### src/rtl/ctec_map.vh
// register map, field positions and codes of the charge time edge control block
`ifndef CTEC_MAP_VH
`define CTEC_MAP_VH
// ****************************************
// register addresses
// ****************************************
`define CTEC_ADDR_W 16
`define CTEC_CTRL_ADDR 16'ha200
`define CTEC_CLR_ADDR 16'ha204
`define CTEC_SET_ADDR 16'ha208
`define CTEC_INV_ADDR 16'ha20c
`define CTEC_CTRL_RESET 32'h00000000
`define CTEC_RDATA_IDLE 32'h00000000
`define CTEC_TRIM_ZERO 6'h00
// bits 17-16 and 14 read as zero
`define CTEC_CTRL_WMASK 32'hfffcbfff
// ****************************************
// field positions
// ****************************************
`define CTEC_E1_SENS 31
`define CTEC_E1_POL 30
`define CTEC_E1_SRC_HI 29
`define CTEC_E1_SRC_LO 26
`define CTEC_E2_STAT 25
`define CTEC_E1_STAT 24
`define CTEC_E2_SENS 23
`define CTEC_E2_POL 22
`define CTEC_E2_SRC_HI 21
`define CTEC_E2_SRC_LO 18
`define CTEC_ON 15
`define CTEC_SIDL 13
`define CTEC_DGEN 12
`define CTEC_EDGE_PASS_ENABLE 11
`define CTEC_SEQEN 10
`define CTEC_DISCH 9
`define CTEC_TRIG 8
`define CTEC_TRIM_HI 7
`define CTEC_TRIM_LO 2
`define CTEC_RNG_HI 1
`define CTEC_RNG_LO 0
// ****************************************
// codes
// ****************************************
`define CTEC_RNG_X1 2'h1
`define CTEC_RNG_X10 2'h2
`define CTEC_RNG_X100 2'h3
`define CTEC_RNG_X1000 2'h0
`define CTEC_SRC_BUSCLK 4'hc
`define CTEC_SRC_CMP2 4'he
`endif

### src/rtl/ctec_top.v
// charge time edge control: control register, edge sources, edge state
`timescale 1ns/1ns
// Notes on behaviour
// - first input sensitivity bit: one edge, zero level
// - first polarity: one rising, zero falling
// - four-bit selector picks first edge source
// - second input sensitivity bit: edge or level
// - second polarity: one rising, zero falling
// - second selector; code 1100 picks bus clock
// - first status set by edge, writable
// - second status set by edge, writable
// - edge capture, current, trigger and delay pulse work only while enable bit set
// - stop-in-idle halts unit during idle mode
// - delay pulse only when delay generation enabled
// - edge enable passes edges, else blocks
// - order enable: second waits for first
// - discharge bit grounds current source output
// - trigger output only while trigger bit set
// - six-bit trim is signed adjustment
// - zero trim means nominal current
// - range codes: 01 x1,10 x10,11 x100,00 x1000
// - clear, set, invert aliases at 4,8,c
// - unimplemented bits read zero
`include "ctec_map.vh"
module ctec_top #(
    parameter SRC_N = 16
) (
    input wire ref_clk_i,
    input wire rstn_i,
    input wire [`CTEC_ADDR_W-1:0] addr_i,
    input wire [31:0] wdata_i,
    input wire wr_i,
    input wire rd_i,
    output reg [31:0] rdata_o,
    input wire idle_i,
    input wire [SRC_N-1:0] first_src_i,
    input wire [SRC_N-1:0] second_src_i,
    input wire bus_clk_div_i,
    output wire unit_active_o,
    output wire current_on_o,
    output wire source_ground_o,
    output wire trigger_o,
    output wire delay_pulse_o,
    output wire signed [5:0] trim_o,
    output wire trim_nominal_o,
    output reg [3:0] range_onehot_o
);
// ****************************************
// input synchronisers
// ****************************************
// every source is a pin or a foreign event, so each passes two flops
reg [SRC_N-1:0] s1_meta_reg;
reg [SRC_N-1:0] s1_sync_reg;
reg [SRC_N-1:0] s2_meta_reg;
reg [SRC_N-1:0] s2_sync_reg;
reg idle_meta_reg;
reg idle_sync_reg;
wire [SRC_N-1:0] s2_eff;
genvar gi;

generate
    for (gi = 0; gi < SRC_N; gi = gi + 1) begin : g_src
        // bus clock source arrives as a divided level, treated like any pin
        if (gi == `CTEC_SRC_BUSCLK) begin : g_bclk
            assign s2_eff[gi] = bus_clk_div_i;
        end else begin : g_pin
            assign s2_eff[gi] = second_src_i[gi];
        end

        always @(posedge ref_clk_i) begin
            if (!rstn_i) begin
                s1_meta_reg[gi] <= 1'b0;
                s1_sync_reg[gi] <= 1'b0;
                s2_meta_reg[gi] <= 1'b0;
                s2_sync_reg[gi] <= 1'b0;
            end else begin
                s1_meta_reg[gi] <= first_src_i[gi];
                s1_sync_reg[gi] <= s1_meta_reg[gi];
                s2_meta_reg[gi] <= s2_eff[gi];
                s2_sync_reg[gi] <= s2_meta_reg[gi];
            end
        end
    end
endgenerate

// idle mode request from the power controller, also asynchronous here
always @(posedge ref_clk_i) begin
    if (!rstn_i) begin
        idle_meta_reg <= 1'b0;
        idle_sync_reg <= 1'b0;
    end else begin
        idle_meta_reg <= idle_i;
        idle_sync_reg <= idle_meta_reg;
    end
end

// ****************************************
// control register fields
// ****************************************
// field views keep the bit positions in one place
reg [31:0] ctrl_reg;
reg [31:0] ctrl_next;
reg [31:0] sw_next;

// first edge input
wire first_edge_sensitivity;
wire first_edge_polarity;
wire [3:0] first_edge_source;
wire first_edge_status;

// second edge input
wire second_edge_sensitivity;
wire second_edge_polarity;
wire [3:0] second_edge_source;
wire second_edge_status;

// unit and edge handling
wire unit_enable;
wire stop_in_idle;
wire delay_generation_enable;
wire edge_pass_enable;
wire edge_order_enable;

// analog controls
wire source_discharge_control;
wire trigger_output_enable;
wire [5:0] current_trim;
wire [1:0] current_range;

assign first_edge_sensitivity = ctrl_reg[`CTEC_E1_SENS];
assign first_edge_polarity = ctrl_reg[`CTEC_E1_POL];
assign first_edge_source = ctrl_reg[`CTEC_E1_SRC_HI:`CTEC_E1_SRC_LO];
assign first_edge_status = ctrl_reg[`CTEC_E1_STAT];

assign second_edge_sensitivity = ctrl_reg[`CTEC_E2_SENS];
assign second_edge_polarity = ctrl_reg[`CTEC_E2_POL];
assign second_edge_source = ctrl_reg[`CTEC_E2_SRC_HI:`CTEC_E2_SRC_LO];
assign second_edge_status = ctrl_reg[`CTEC_E2_STAT];

assign unit_enable = ctrl_reg[`CTEC_ON];
assign stop_in_idle = ctrl_reg[`CTEC_SIDL];
assign delay_generation_enable = ctrl_reg[`CTEC_DGEN];
assign edge_pass_enable = ctrl_reg[`CTEC_EDGE_PASS_ENABLE];
assign edge_order_enable = ctrl_reg[`CTEC_SEQEN];

assign source_discharge_control = ctrl_reg[`CTEC_DISCH];
assign trigger_output_enable = ctrl_reg[`CTEC_TRIG];
assign current_trim = ctrl_reg[`CTEC_TRIM_HI:`CTEC_TRIM_LO];
assign current_range = ctrl_reg[`CTEC_RNG_HI:`CTEC_RNG_LO];

// ****************************************
// unit activity
// ****************************************
wire idle_stop;
wire run;

// stop-in-idle only acts once the synchronised idle level is seen
assign idle_stop = stop_in_idle & idle_sync_reg;
assign run = unit_enable & ~idle_stop;

// ****************************************
// edge detection
// ****************************************
// edges are taken from the raw selected line, so a polarity write
// cannot fake one; a source switch can, so switch while edges are blocked
reg e1_prev_reg;
reg e2_prev_reg;
wire e1_raw;
wire e1_rise;
wire e1_fall;
wire e1_edge;
wire e1_level;
wire e1_event;
wire e1_hit;
wire e2_raw;
wire e2_rise;
wire e2_fall;
wire e2_edge;
wire e2_level;
wire e2_event;
wire e2_hit;
wire e2_order_ok;

// first input
assign e1_raw = s1_sync_reg[first_edge_source];
assign e1_rise = e1_raw & ~e1_prev_reg;
assign e1_fall = ~e1_raw & e1_prev_reg;
assign e1_edge = first_edge_polarity ? e1_rise : e1_fall;
assign e1_level = e1_raw ~^ first_edge_polarity;
assign e1_event = first_edge_sensitivity ? e1_edge : e1_level;
assign e1_hit = run & edge_pass_enable & e1_event;

// second input: the order gate waits for the first status
assign e2_raw = s2_sync_reg[second_edge_source];
assign e2_rise = e2_raw & ~e2_prev_reg;
assign e2_fall = ~e2_raw & e2_prev_reg;
assign e2_edge = second_edge_polarity ? e2_rise : e2_fall;
assign e2_level = e2_raw ~^ second_edge_polarity;
assign e2_event = second_edge_sensitivity ? e2_edge : e2_level;
assign e2_order_ok = ~edge_order_enable | first_edge_status;
assign e2_hit = run & edge_pass_enable & e2_order_ok & e2_event;

// previous raw lines are tracked even while blocked, so enabling cannot fake an edge
always @(posedge ref_clk_i) begin
    if (!rstn_i) begin
        e1_prev_reg <= 1'b0;
        e2_prev_reg <= 1'b0;
    end else begin
        e1_prev_reg <= e1_raw;
        e2_prev_reg <= e2_raw;
    end
end

// ****************************************
// register writes and aliases
// ****************************************
// an alias write acts on the bits written as one, the rest keep their value
always @* begin
    sw_next = ctrl_reg;
    if (wr_i) begin
        case (addr_i)
            `CTEC_CTRL_ADDR: begin
                sw_next = wdata_i;
            end
            `CTEC_CLR_ADDR: begin
                sw_next = ctrl_reg & ~wdata_i;
            end
            `CTEC_SET_ADDR: begin
                sw_next = ctrl_reg | wdata_i;
            end
            `CTEC_INV_ADDR: begin
                sw_next = ctrl_reg ^ wdata_i;
            end
            default: begin
                sw_next = ctrl_reg;
            end
        endcase
    end
end

always @* begin
    ctrl_next = sw_next;
    // hardware set wins over a software clear in the same cycle
    if (e1_hit) begin
        ctrl_next[`CTEC_E1_STAT] = 1'b1;
    end
    if (e2_hit) begin
        ctrl_next[`CTEC_E2_STAT] = 1'b1;
    end
    ctrl_next = ctrl_next & `CTEC_CTRL_WMASK;
end

// status bits keep their value until software clears them
always @(posedge ref_clk_i) begin
    if (!rstn_i) begin
        ctrl_reg <= `CTEC_CTRL_RESET;
    end else begin
        ctrl_reg <= ctrl_next;
    end
end

// ****************************************
// read back
// ****************************************
// read data are registered and stand for exactly one cycle
wire [15:0] readback_hi;
wire [15:0] readback_lo;
wire [31:0] readback_word;

// unimplemented positions are built in as zeros
assign readback_hi = {
    first_edge_sensitivity,
    first_edge_polarity,
    first_edge_source,
    second_edge_status,
    first_edge_status,
    second_edge_sensitivity,
    second_edge_polarity,
    second_edge_source,
    2'h0
};

assign readback_lo = {
    unit_enable,
    1'b0,
    stop_in_idle,
    delay_generation_enable,
    edge_pass_enable,
    edge_order_enable,
    source_discharge_control,
    trigger_output_enable,
    current_trim,
    current_range
};

assign readback_word = {readback_hi, readback_lo};

always @(posedge ref_clk_i) begin
    if (!rstn_i) begin
        rdata_o <= `CTEC_RDATA_IDLE;
    end else if (rd_i && (addr_i == `CTEC_CTRL_ADDR)) begin
        rdata_o <= readback_word;
    end else begin
        // aliases and unmapped addresses read as zero, so does an idle bus
        rdata_o <= `CTEC_RDATA_IDLE;
    end
end

// ****************************************
// delay pulse
// ****************************************
reg pulse_reg;
wire pulse_next;

// high from the first edge until the second edge status appears
// next-state status bits are used so the pulse lines up with the status
assign pulse_next = run & delay_generation_enable & ctrl_next[`CTEC_E1_STAT] &
    ~ctrl_next[`CTEC_E2_STAT];

always @(posedge ref_clk_i) begin
    if (!rstn_i) begin
        pulse_reg <= 1'b0;
    end else begin
        pulse_reg <= pulse_next;
    end
end

// ****************************************
// analog outputs
// ****************************************
wire one_state;

// current flows while exactly one edge state is set
assign one_state = first_edge_status ^ second_edge_status;
assign current_on_o = run & one_state & ~source_discharge_control;

assign unit_active_o = run;
assign source_ground_o = source_discharge_control;
assign trigger_o = run & trigger_output_enable;
assign delay_pulse_o = pulse_reg;
assign trim_o = current_trim;
assign trim_nominal_o = (current_trim == `CTEC_TRIM_ZERO);

// ****************************************
// current range
// ****************************************
// one-hot select for the analog range switches
always @* begin
    case (current_range)
        `CTEC_RNG_X1: begin
            range_onehot_o = 4'h1;
        end
        `CTEC_RNG_X10: begin
            range_onehot_o = 4'h2;
        end
        `CTEC_RNG_X100: begin
            range_onehot_o = 4'h4;
        end
        default: begin
            // code 00, the thousand-times range
            range_onehot_o = 4'h8;
        end
    endcase
end
endmodule

### config.mk
export PLATFORM = sky130hd
export DESIGN_NAME = ctec_top
export DESIGN_NICKNAME = d
export VERILOG_FILES = /design/src/rtl/ctec_top.v
export VERILOG_INCLUDE_DIRS = /design/src /design/src/rtl
export SDC_FILE = /design/constraint.sdc
export NUM_CORES = 1
export LEC_CHECK = 0
export BUFFER_PORTS_ARGS = -buffer_cell sky130_fd_sc_hd__buf_2
export CELL_PAD_IN_SITES_DETAIL_PLACEMENT = 1
export CELL_PAD_IN_SITES_GLOBAL_PLACEMENT = 2
export CORE_MARGIN = 2
export CORE_UTILIZATION = 33
export CTS_CLUSTER_DIAMETER = 200
export DETAILED_ROUTE_END_ITERATION = 16
export PLACE_DENSITY_LB_ADDON = 0.1
export SLEW_MARGIN = 20
export SYNTH_ARGS = -nofsm -noshare
export SYNTH_HDL_FRONTEND = slang
export SYNTH_SLANG_ARGS = --single-unit
### constraint.sdc
create_clock -name ref_clk_i -period 2.8 [get_ports ref_clk_i]
set_input_delay 0.42 -clock ref_clk_i [delete_from_list [all_inputs] [get_ports ref_clk_i]]
set_output_delay 0.42 -clock ref_clk_i [all_outputs]
set_load 0.01 [all_outputs]
**Yosys cells after proc, flatten, opt, wreduce, memory -nomap -nowiden**

Cells that the tools add are included.

- Order comparisons: 2
- Equal/unequal tests: 7
- Muxes and demuxes: 13
- Bitwise gates (word level): 32
- Reductions and logical operators: 5

Operators with widths:

| kind | number |
|---|---|
| one-hot mux 32 bit (4 select lines) | 1 |
| equality test 16 bit (second input constant) | 4 |
| AND 32 bit | 1 |
| inverter 32 bit | 1 |
| bitwise OR 32 bit | 1 |
| XOR 32 bit | 1 |
| 2-to-1 mux 26 bit | 1 |
| AND 1 bit | 16 |
| one-hot mux 4 bit (3 select lines) | 1 |
| < comparator 4 x 5 -> 1 bit (second input constant) | 2 |
| binary-select mux 1 bit (select 4 bit) | 2 |
| 2-to-1 mux 1 bit | 8 |
| inverter 1 bit | 8 |
| logical NOT 6 bit | 1 |
| equality test 2 bit (second input constant) | 2 |
| AND reduction 2 bit | 2 |
| nonzero test 4 bit | 1 |
| equality test 2 x 1 -> 1 bit (second input constant) | 1 |
| XNOR 1 bit | 2 |
| logical AND 1 bit | 1 |
| bitwise OR 1 bit | 1 |
| XOR 1 bit | 1 |

- Register bits: 133
- Input port bits: 86
- Output and inout port bits: 48
- Word-level logic and storage cells: 133

**Depth between registers and ports, before layout**

Gate-level depths: netlist (run 1).

- Depth after elaboration: 10
- Gate-level depth with buffers: 7
- Mapped depth without buffers: 7

**Worst setup path before layout (run 1)**

OpenSTA, ideal clock, no wires.

- Path kind: register to register
- Start: register ctrl_reg[27]
- End: register pulse_reg, in the netlist delay_pulse_o
- Setup time: 103 ps
- Arrival time: 2054 ps
- Data required time: 2697 ps
- Slack: 642 ps
- Stages on the path, launching flop included: 7
- Buffers on the path: 1
- Clock period less this slack: 2158 ps
- Cells stage by stage: dfxtp_1 -> buf_6 -> mux4_1 -> mux4_2 -> mux2_4 -> nand4_2 -> a2111oi_2

- Word-level cells in the longest chain between the ends: 10
- Elaborated cells on any way between the ends: 12
- Classes of those cells: mux: 5; bitwise: 7

RTL lines:

| what | line | source |
|---|---|---|
| from (decl) | ctec_top.v:101 | `reg [31:0] ctrl_reg;` |
| from (signal assigned) | ctec_top.v:256 | `` ctrl_reg <= `CTEC_CTRL_RESET; `` |
| from (signal assigned) | ctec_top.v:258 | `ctrl_reg <= ctrl_next;` |
| binary-select mux 1 bit (select 4 bit) * | ctec_top.v:185 | `assign e1_raw = s1_sync_reg[first_edge_source];` |
| 2-to-1 mux 1 bit (implied by the code) * | ctec_top.v:185 |  |
| inverter 1 bit | ctec_top.v:187 | `assign e1_fall = ~e1_raw & e1_prev_reg;` |
| AND 1 bit | ctec_top.v:187 |  |
| 2-to-1 mux 1 bit | ctec_top.v:188 | `assign e1_edge = first_edge_polarity ? e1_rise : e1_fall;` |
| 2-to-1 mux 1 bit * | ctec_top.v:190 | `assign e1_event = first_edge_sensitivity ? e1_edge : e1_level;` |
| AND 1 bit * | ctec_top.v:191 | `assign e1_hit = run & edge_pass_enable & e1_event;` |
| 2-to-1 mux 1 bit * | ctec_top.v:244 | `if (e1_hit) begin` |
| AND 1 bit * (2 in a row) | ctec_top.v:317 | `` assign pulse_next = run & delay_generation_enable & ctrl_next[`CTEC_E1_STAT] & `` |
| to (signal assigned) | ctec_top.v:324 | `pulse_reg <= pulse_next;` |
| to (decl) | ctec_top.v:312 | `reg pulse_reg;` |

Every way passes the cells marked *; elsewhere a longest branch is shown, timed or not. The select of a mux whose other input is x is not followed.
A chain may end at the register's enable or synchronous reset.

**Worst setup path in the final report (run 1)**

Same ends and word-level chain as after synthesis.

==> metrics.json, run 1 <==
{
  "floorplanning": {
    "rows": 48,
    "core-area_mm2": 0.0172,
    "die_w_um": 137,
    "die_area_mm2": 0.0187,
    "io-pin-count": 134,
    "initial_core_util_pct": 33.7,
    "y_dimension_of_the_die_um": 137
  },
  "sta": {
    "worst_pin_slew_ps": 746,
    "period_needed_ps": 2410,
    "setup_total_negative_slack_ps": 0,
    "slew_headroom_pct": 50.1,
    "fin_worst_skew_ps": 7.83,
    "final-hold-violation-count": 0,
    "timing_max_transition_violations_final": 0,
    "rsz0062_at_grt": "no",
    "min_period_over_period_pct": 86.1,
    "clock.fmax_ghz": 0.415,
    "setup_violations": 0
  },
  "clock_tree": {
    "clock_latency_ps": 420,
    "ctsHtreeMaxLevel": 4,
    "cts_buffers": 17,
    "path_clk_slew_ps": 60,
    "number_of_setup_buffers_added_after_cts": 0,
    "cts_repair_resize_count": 0,
    "cts_tree": "yes",
    "clock-root-buffer": "clkbuf_16",
    "hold_buffers": 0,
    "clkSinkCount": 127,
    "clock_path_buffers": 2
  },
  "power_and_ir_drop": {
    "fin_total_pwr_w": 0.00442,
    "power_frac_clock_pct": 51.6,
    "net_switching_share_of_the_total_power_pct": 23.7,
    "seq_power_share_pct": 42.1,
    "power_density_mw_per_mm2": 607,
    "combinationalPowerShare_pct": 6.3,
    "total_leakage_power_nw": 3.30,
    "power_switching_w": 0.00105,
    "internal_power_w": 0.00337,
    "max-vdd-ir-drop_v": 0.000431
  },
  "grt": {
    "global_route.usage.total_pct": 16.8,
    "globalRoute.totalOverflow": 0,
    "grt_pass1_vias": 4664,
    "grt_max_degree": 70,
    "antenna_found_initial": 1,
    "grt_pass1_wl_um": 23700
  },
  "yosys": {
    "post_synth.cell_area_avg_um2": 10.1,
    "ys_warn_count": 0,
    "cell_count_after_synthesis": 577,
    "seq_area_frac_synth_pct": 43.7,
    "synth-seq-cells": 127,
    "post_synth_num_cell_types": 38,
    "postSynth.asyncResetShare_pct": 0,
    "synth-edff-count": 0,
    "dominantRegCellSynth": "dfxtp_1",
    "netlist_area_mm2": 0.00582
  },
  "route": {
    "top_layer_used": "met4",
    "met1Wirelength_um": 6490,
    "remaining_drc_errors": 0,
    "met2RoutedLength_um": 7430,
    "detailroute.via_count": 4393,
    "route.detailed.wl_per_inst_um": 15.9,
    "met3WireLength_um": 709,
    "finalWirelength_um": 14900,
    "postRouteAntennaNets": 0,
    "drt-pass1-iter-count": 5,
    "via_per_inst": 4.70,
    "first_iter_violations": 202
  },
  "finish": {
    "final_common_cell": "dfxtp_1",
    "drive_above_1_share_pct": 28.6,
    "most_frequent_cells_in_the_layout": "dfxtp_1, buf_2, inv_1, and2_1, ha_1",
    "antenna-diode-count": 0,
    "finalNetCount": 841,
    "synthToLayoutAreaGrowth_pct": 25.2
  },
  "setup_path": {
    "endpoint_kind": "flip-flop",
    "reg2regPathDepth": 5,
    "setup.worst_path.end": "delay_pulse_o$_SDFF_PN0_",
    "rrSetupSlack_ps": 390,
    "rr_startpoint": "ctrl_reg[27]$_SDFFE_PN0P_",
    "worstPathArrival_ps": 2730,
    "crit_path_buffers_inverters": 0,
    "path_class": "flip-flop to flip-flop",
    "critPathTopFamily": "multiplexers",
    "worst_path_largest_cell_delay_ps": 620,
    "cp_max_fo": 7,
    "cp_num_cells": 5,
    "worstSetupStartpointType": "flip-flop",
    "cp.required_ps": 3120,
    "timing.critical_path.from": "ctrl_reg[27]$_SDFFE_PN0P_",
    "slowest_stage": "mux4_1",
    "cp_cell_sequence": "mux4_1 > mux4_2 > mux2_4 > nand4_2 > a2111oi_2",
    "r2r-end": "delay_pulse_o$_SDFF_PN0_"
  },
  "placed_design": {
    "place.detailed.hpwl_um": 10800,
    "port-buffer-count": 126,
    "globalplace.congestion": 0.746
  },
  "status": {
    "status": "complete, no violations"
  },
  "min_path": {
    "worstHoldStart": "first_src_i[4]",
    "holdCritPathClass": "input pin to flip-flop"
  },
  "job": {
    "count_of_max_cap_constraint_violations": 0
  }
}
[cell usage after synthesis, types with 8 or more instances]
| cell type | count | share of area (%) |
|---|---|---|
| clkbuf_1 | 24 | 1.5 |
| a21oi_1 | 21 | 1.8 |
| nor3_1 | 32 | 2.8 |
| nor2_1 | 17 | 1.1 |
| inv_1 | 82 | 5.3 |
| a222oi_1 | 8 | 1.4 |
| a211oi_1 | 8 | 1.0 |
| buf_4 | 9 | 1.2 |
| mux4_2 | 27 | 10 |
| o21ai_0 | 9 | 0.77 |
| and2_1 | 69 | 7.4 |
| ha_1 | 58 | 12 |
| nand2_1 | 48 | 3.1 |
| dfxtp_1 | 127 | 44 |
[worst min-delay path by stage]
stage | endpoint | cells past startpoint
2_1_floorplan | idle_sync_reg$_SDFF_PN0_ | 1
3_3_place_gp | s1_sync_reg[1]$_SDFF_PN0_ | 1
3_5_place_dp | s2_sync_reg[14]$_SDFF_PN0_ | 1
4_1_cts | s1_meta_reg[4]$_SDFF_PN0_ | 2
5_1_grt | s1_meta_reg[1]$_SDFF_PN0_ | 2
6_report | s1_meta_reg[4]$_SDFF_PN0_ | 2
[power groups by stage]
| stage | Combinational (W) | Clock, W | Sequential, W |
|---|---|---|---|
| floorplan | 0.000174 | 0 | 0.00190 |
| global placement | 0.000269 | 0 | 0.00190 |
| detailed placement | 0.000283 | 0 | 0.00190 |
| CTS | 0.000284 | 0.00234 | 0.00186 |
| global route | 0.000316 | 0.00241 | 0.00187 |
| finish | 0.000278 | 0.00228 | 0.00186 |
[per-stage QoR]
| step | cells | utilization (%) | hold slack [ps] | instance area, um2 | setup WS [ps] |
|---|---|---|---|---|---|
| 2_1_floorplan | 579 | - | 412 | 5820 | 642 |
| 3_3_place_gp | 903 | 38.7 | 419 | 6670 | 406 |
| 3_5_place_dp | 903 | 38.7 | 420 | 6670 | 328 |
| 4_1_cts | 935 | 42.2 | 184 | 7280 | 366 |
| 5_1_grt | 935 | 42.2 | 194 | 7280 | 290 |
| 6_report | 935 | 42.2 | 202 | 7280 | 389 |
[cell type report]
class                      count  area, um2
fill                        1933       9960
multi-input combinational    331       2790
sequential                   127       2540
timing repair buffer         138        746
clock buffer                  18        439
inverter                      82        308
tap                          225        282
clock inverter                14        175
[metal layers]
layer  vias to the layer above  track usage [%]
met3                        15             3.63
met4                         0             6.89
met2                       123             29.4
li1                       2143                -
met5                         -                0
met1                      2112             19.9
[cell families (layout without fill, tap and decap cells)]
family / Yosys count / count (layout) / share of synthesized area [%]
and+or+nand+nor: 182 / 182 / 16.4
DFF: 127 / 127 / 43.7
buffers and inverters: 121 / 252 / 8.61
adders and majority gates: 58 / 58 / 12.5
AOI/OAI and AO/OA: 56 / 56 / 6.48
muxes: 31 / 31 / 12.1
other: 1 / 3 / 0.0645
xor gates and xnor gates: 1 / 1 / 0.151
No activity file was read; power rests on OpenSTA's default activity.
==> run 2, diff against run 1 <==
--- a/config.mk
+++ b/config.mk
@@ -6,7 +6,7 @@
 export SDC_FILE = /design/constraint.sdc
 export NUM_CORES = 1
 export LEC_CHECK = 0
-export BUFFER_PORTS_ARGS = -buffer_cell sky130_fd_sc_hd__buf_2
+export BUFFER_PORTS_ARGS = -buffer_cell sky130_fd_sc_hd__buf_4
 export CELL_PAD_IN_SITES_DETAIL_PLACEMENT = 1
 export CELL_PAD_IN_SITES_GLOBAL_PLACEMENT = 2
 export CORE_MARGIN = 2
==> metrics.json, run 2 (synthesis results as in run 1) <==
{
  "status": {
    "status": {"value": "complete, no violations", "change": "unchanged"}
  },
  "finish": {
    "final_common_cell": {"value": "buf_4", "change": "was dfxtp_1"},
    "antenna-diode-count": {"value": 0, "change": "unchanged"},
    "synthToLayoutAreaGrowth": {"value": 29.6, "unit": "%", "change": "was 25.2%"},
    "most_frequent_cells_in_the_layout": {"value": "buf_4, dfxtp_1, inv_1, and2_1, ha_1", "change": "was dfxtp_1, buf_2, inv_1, and2_1, ha_1"},
    "drive_above_1_share": {"value": 28.2, "unit": "%", "change": "was 28.6%"},
    "finalNetCount": {"value": 839, "change": "was 841"},
    "fin_util": {"value": 43.7, "unit": "%", "change": "was 42.2%"}
  },
  "placed_design": {
    "globalplace.congestion": {"value": 0.715, "change": "was 0.746"},
    "port-buffer-count": {"value": 126, "change": "unchanged"},
    "place.detailed.hpwl": {"value": 10600, "unit": "um", "change": "was 10800 um"}
  },
  "sta": {
    "period_needed": {"value": 2450, "unit": "ps", "change": "was 2410 ps"},
    "rsz0062_at_grt": {"value": "no", "change": "unchanged"},
    "clock.fmax": {"value": 0.408, "unit": "GHz", "change": "was 0.415 GHz"},
    "setup_violations": {"value": 0, "change": "unchanged"},
    "slew_headroom": {"value": 48.5, "unit": "%", "change": "was 50.1%"},
    "min_period_over_period": {"value": 87.6, "unit": "%", "change": "was 86.1%"},
    "timing_max_transition_violations_final": {"value": 0, "change": "unchanged"},
    "setup_total_negative_slack": {"value": 0, "unit": "ps", "change": "unchanged"},
    "fin_worst_skew": {"value": 8.62, "unit": "ps", "change": "was 7.83 ps"},
    "final-hold-violation-count": {"value": 0, "change": "unchanged"},
    "worst_pin_slew": {"value": 770, "unit": "ps", "change": "was 746 ps"}
  },
  "floorplanning": {
    "core-area": {"value": 0.0172, "unit": "mm2", "change": "unchanged"},
    "die_area": {"value": 0.0187, "unit": "mm2", "change": "unchanged"},
    "die_w": {"value": 137, "unit": "um", "change": "unchanged"},
    "rows": {"value": 48, "change": "unchanged"},
    "y_dimension_of_the_die": {"value": 137, "unit": "um", "change": "unchanged"},
    "initial_core_util": {"value": 33.7, "unit": "%", "change": "unchanged"},
    "io-pin-count": {"value": 134, "change": "unchanged"}
  },
  "setup_path": {
    "worstSetupStartpointType": {"value": "flip-flop", "change": "unchanged"},
    "slowest_stage": {"value": "mux4_1", "change": "unchanged"},
    "endpoint_kind": {"value": "flip-flop", "change": "unchanged"},
    "worst_path_largest_cell_delay": {"value": 640, "unit": "ps", "change": "was 620 ps"},
    "worstPathArrival": {"value": 2760, "unit": "ps", "change": "was 2730 ps"},
    "cp_cell_sequence": {"value": "mux4_1 > mux4_2 > mux2_4 > nand4_2 > a2111oi_2", "change": "unchanged"},
    "cp_max_fo": {"value": 7, "change": "unchanged"},
    "path_class": {"value": "flip-flop to flip-flop", "change": "unchanged"},
    "cp.required": {"value": 3110, "unit": "ps", "change": "was 3120 ps"}
  },
  "clock_tree": {
    "hold_buffers": {"value": 0, "change": "unchanged"},
    "clock-root-buffer": {"value": "clkbuf_16", "change": "unchanged"},
    "number_of_setup_buffers_added_after_cts": {"value": 0, "change": "unchanged"},
    "clkSinkCount": {"value": 127, "change": "unchanged"},
    "ctsHtreeMaxLevel": {"value": 4, "change": "unchanged"},
    "clock_latency": {"value": 410, "unit": "ps", "change": "was 420 ps"},
    "path_clk_slew": {"value": 60, "unit": "ps", "change": "about the same"},
    "cts_buffers": {"value": 17, "change": "unchanged"},
    "clock_path_buffers": {"value": 2, "change": "unchanged"},
    "cts_repair_resize_count": {"value": 0, "change": "unchanged"},
    "cts_tree": {"value": "yes", "change": "unchanged"}
  },
  "route": {
    "remaining_drc_errors": {"value": 0, "change": "unchanged"},
    "met1Wirelength": {"value": 6200, "unit": "um", "change": "was 6490 um"},
    "finalWirelength": {"value": 14600, "unit": "um", "change": "was 14900 um"},
    "met2RoutedLength": {"value": 7520, "unit": "um", "change": "was 7430 um"},
    "met3WireLength": {"value": 756, "unit": "um", "change": "was 709 um"},
    "top_layer_used": {"value": "met4", "change": "unchanged"},
    "via_per_inst": {"value": 4.66, "change": "was 4.70"},
    "postRouteAntennaNets": {"value": 0, "change": "unchanged"},
    "drt-pass1-iter-count": {"value": 4, "change": "was 5"},
    "first_iter_violations": {"value": 160, "change": "was 202"},
    "detailroute.via_count": {"value": 4345, "change": "was 4393"},
    "route.detailed.wl_per_inst": {"value": 15.7, "unit": "um", "change": "was 15.9 um"}
  },
  "grt": {
    "grt_pass1_wl": {"value": 23200, "unit": "um", "change": "was 23700 um"},
    "antenna_found_initial": {"value": 0, "change": "was 1"},
    "grt_pass1_vias": {"value": 4649, "change": "was 4664"},
    "globalRoute.totalOverflow": {"value": 0, "change": "unchanged"},
    "grt_max_degree": {"value": 72, "change": "was 70"},
    "global_route.usage.total": {"value": 16.6, "unit": "%", "change": "was 16.8%"}
  },
  "min_path": {
    "holdCritPathClass": {"value": "input pin to flip-flop", "change": "unchanged"}
  },
  "power_and_ir_drop": {
    "max-vdd-ir-drop": {"value": 0.000469, "unit": "V", "change": "was 0.000431 V"},
    "power_density": {"value": 576, "unit": "mW/mm2", "change": "was 607 mW/mm2"},
    "total_leakage_power": {"value": 3.32, "unit": "nW", "change": "was 3.30 nW"}
  },
  "job": {
    "count_of_max_cap_constraint_violations": {"value": 0, "change": "unchanged"}
  }
}
-- run 2: cell count changes in the layout (fill, tap and decap cells not counted) --
cell,change
inv_6,+1
clkinv_4,-1
inv_8,-4
clkbuf_1,+1
clkinvlp_4,+3
clkinv_2,+1
buf_12,-1
clkbuf_8,-1
buf_4,+125
buf_2,-126
-- run 2: area by class of cell --
class / instances / area [um2]
Tap cell: 225 / 282
Inverter: 82 / 308
Multi-Input combinational cell: 331 / 2790
Sequential cell: 127 / 2540
Fill cell: 1932 / 9700
Timing Repair Buffer: 136 / 1030
Clock inverter: 14 / 158
Clock buffer: 18 / 429
-- run 2: metal layers --
layer	vias up	global-route usage [%]
li1	2131	-
met1	2103	18.7
met2	100	30.1
met3	11	5.04
met4	0	5.15
met5	-	0
-- run 2: where the power goes --
| part | internal [W] | switching, W | leakage, nW |
|---|---|---|---|
| Clock | 0.00132 | 0.000851 | 0.278 |
| Combinational | 0.000172 | 0.000130 | 2.01 |
| Sequential | 0.00185 | 0.0000100 | 1.04 |
| Total | 0.00335 | 0.000992 | 3.32 |
-- run 2: worst paths after layout --
check / startpoint / endpoint / slack, ps / cells after the start
hold reg to reg: idle_meta_reg$_SDFF_PN0_ / idle_sync_reg$_SDFF_PN0_ / 430 / 1
setup reg to reg: ctrl_reg[27]$_SDFFE_PN0P_ / delay_pulse_o$_SDFF_PN0_ / 350 / 5
setup / recovery: ctrl_reg[27]$_SDFFE_PN0P_ / delay_pulse_o$_SDFF_PN0_ / 350 / 5
hold / removal: first_src_i[3] / s1_meta_reg[3]$_SDFF_PN0_ / 210 / 2
-- run 2: per-stage QoR --
step | std cells | power [W] | hold slack (ps) | cell area, um2 | worst slack (ps)
2_1_floorplan | 579 | 0.00207 | 412 | 5820 | 642
3_3_place_gp | 901 | 0.00220 | 419 | 6950 | 373
3_5_place_dp | 901 | 0.00221 | 421 | 6950 | 330
4_1_cts | 933 | 0.00442 | 188 | 7540 | 327
5_1_grt | 933 | 0.00453 | 191 | 7540 | 245
6_report | 933 | 0.00434 | 211 | 7540 | 348
-- run 2: critical path: cells and delay by family (launching register included) --
kind,cells,cell delay (ps)
and+or+nand+nor,1,120
AOI/OAI and AO/OA,1,310
muxes,3,1370
DFF,1,540
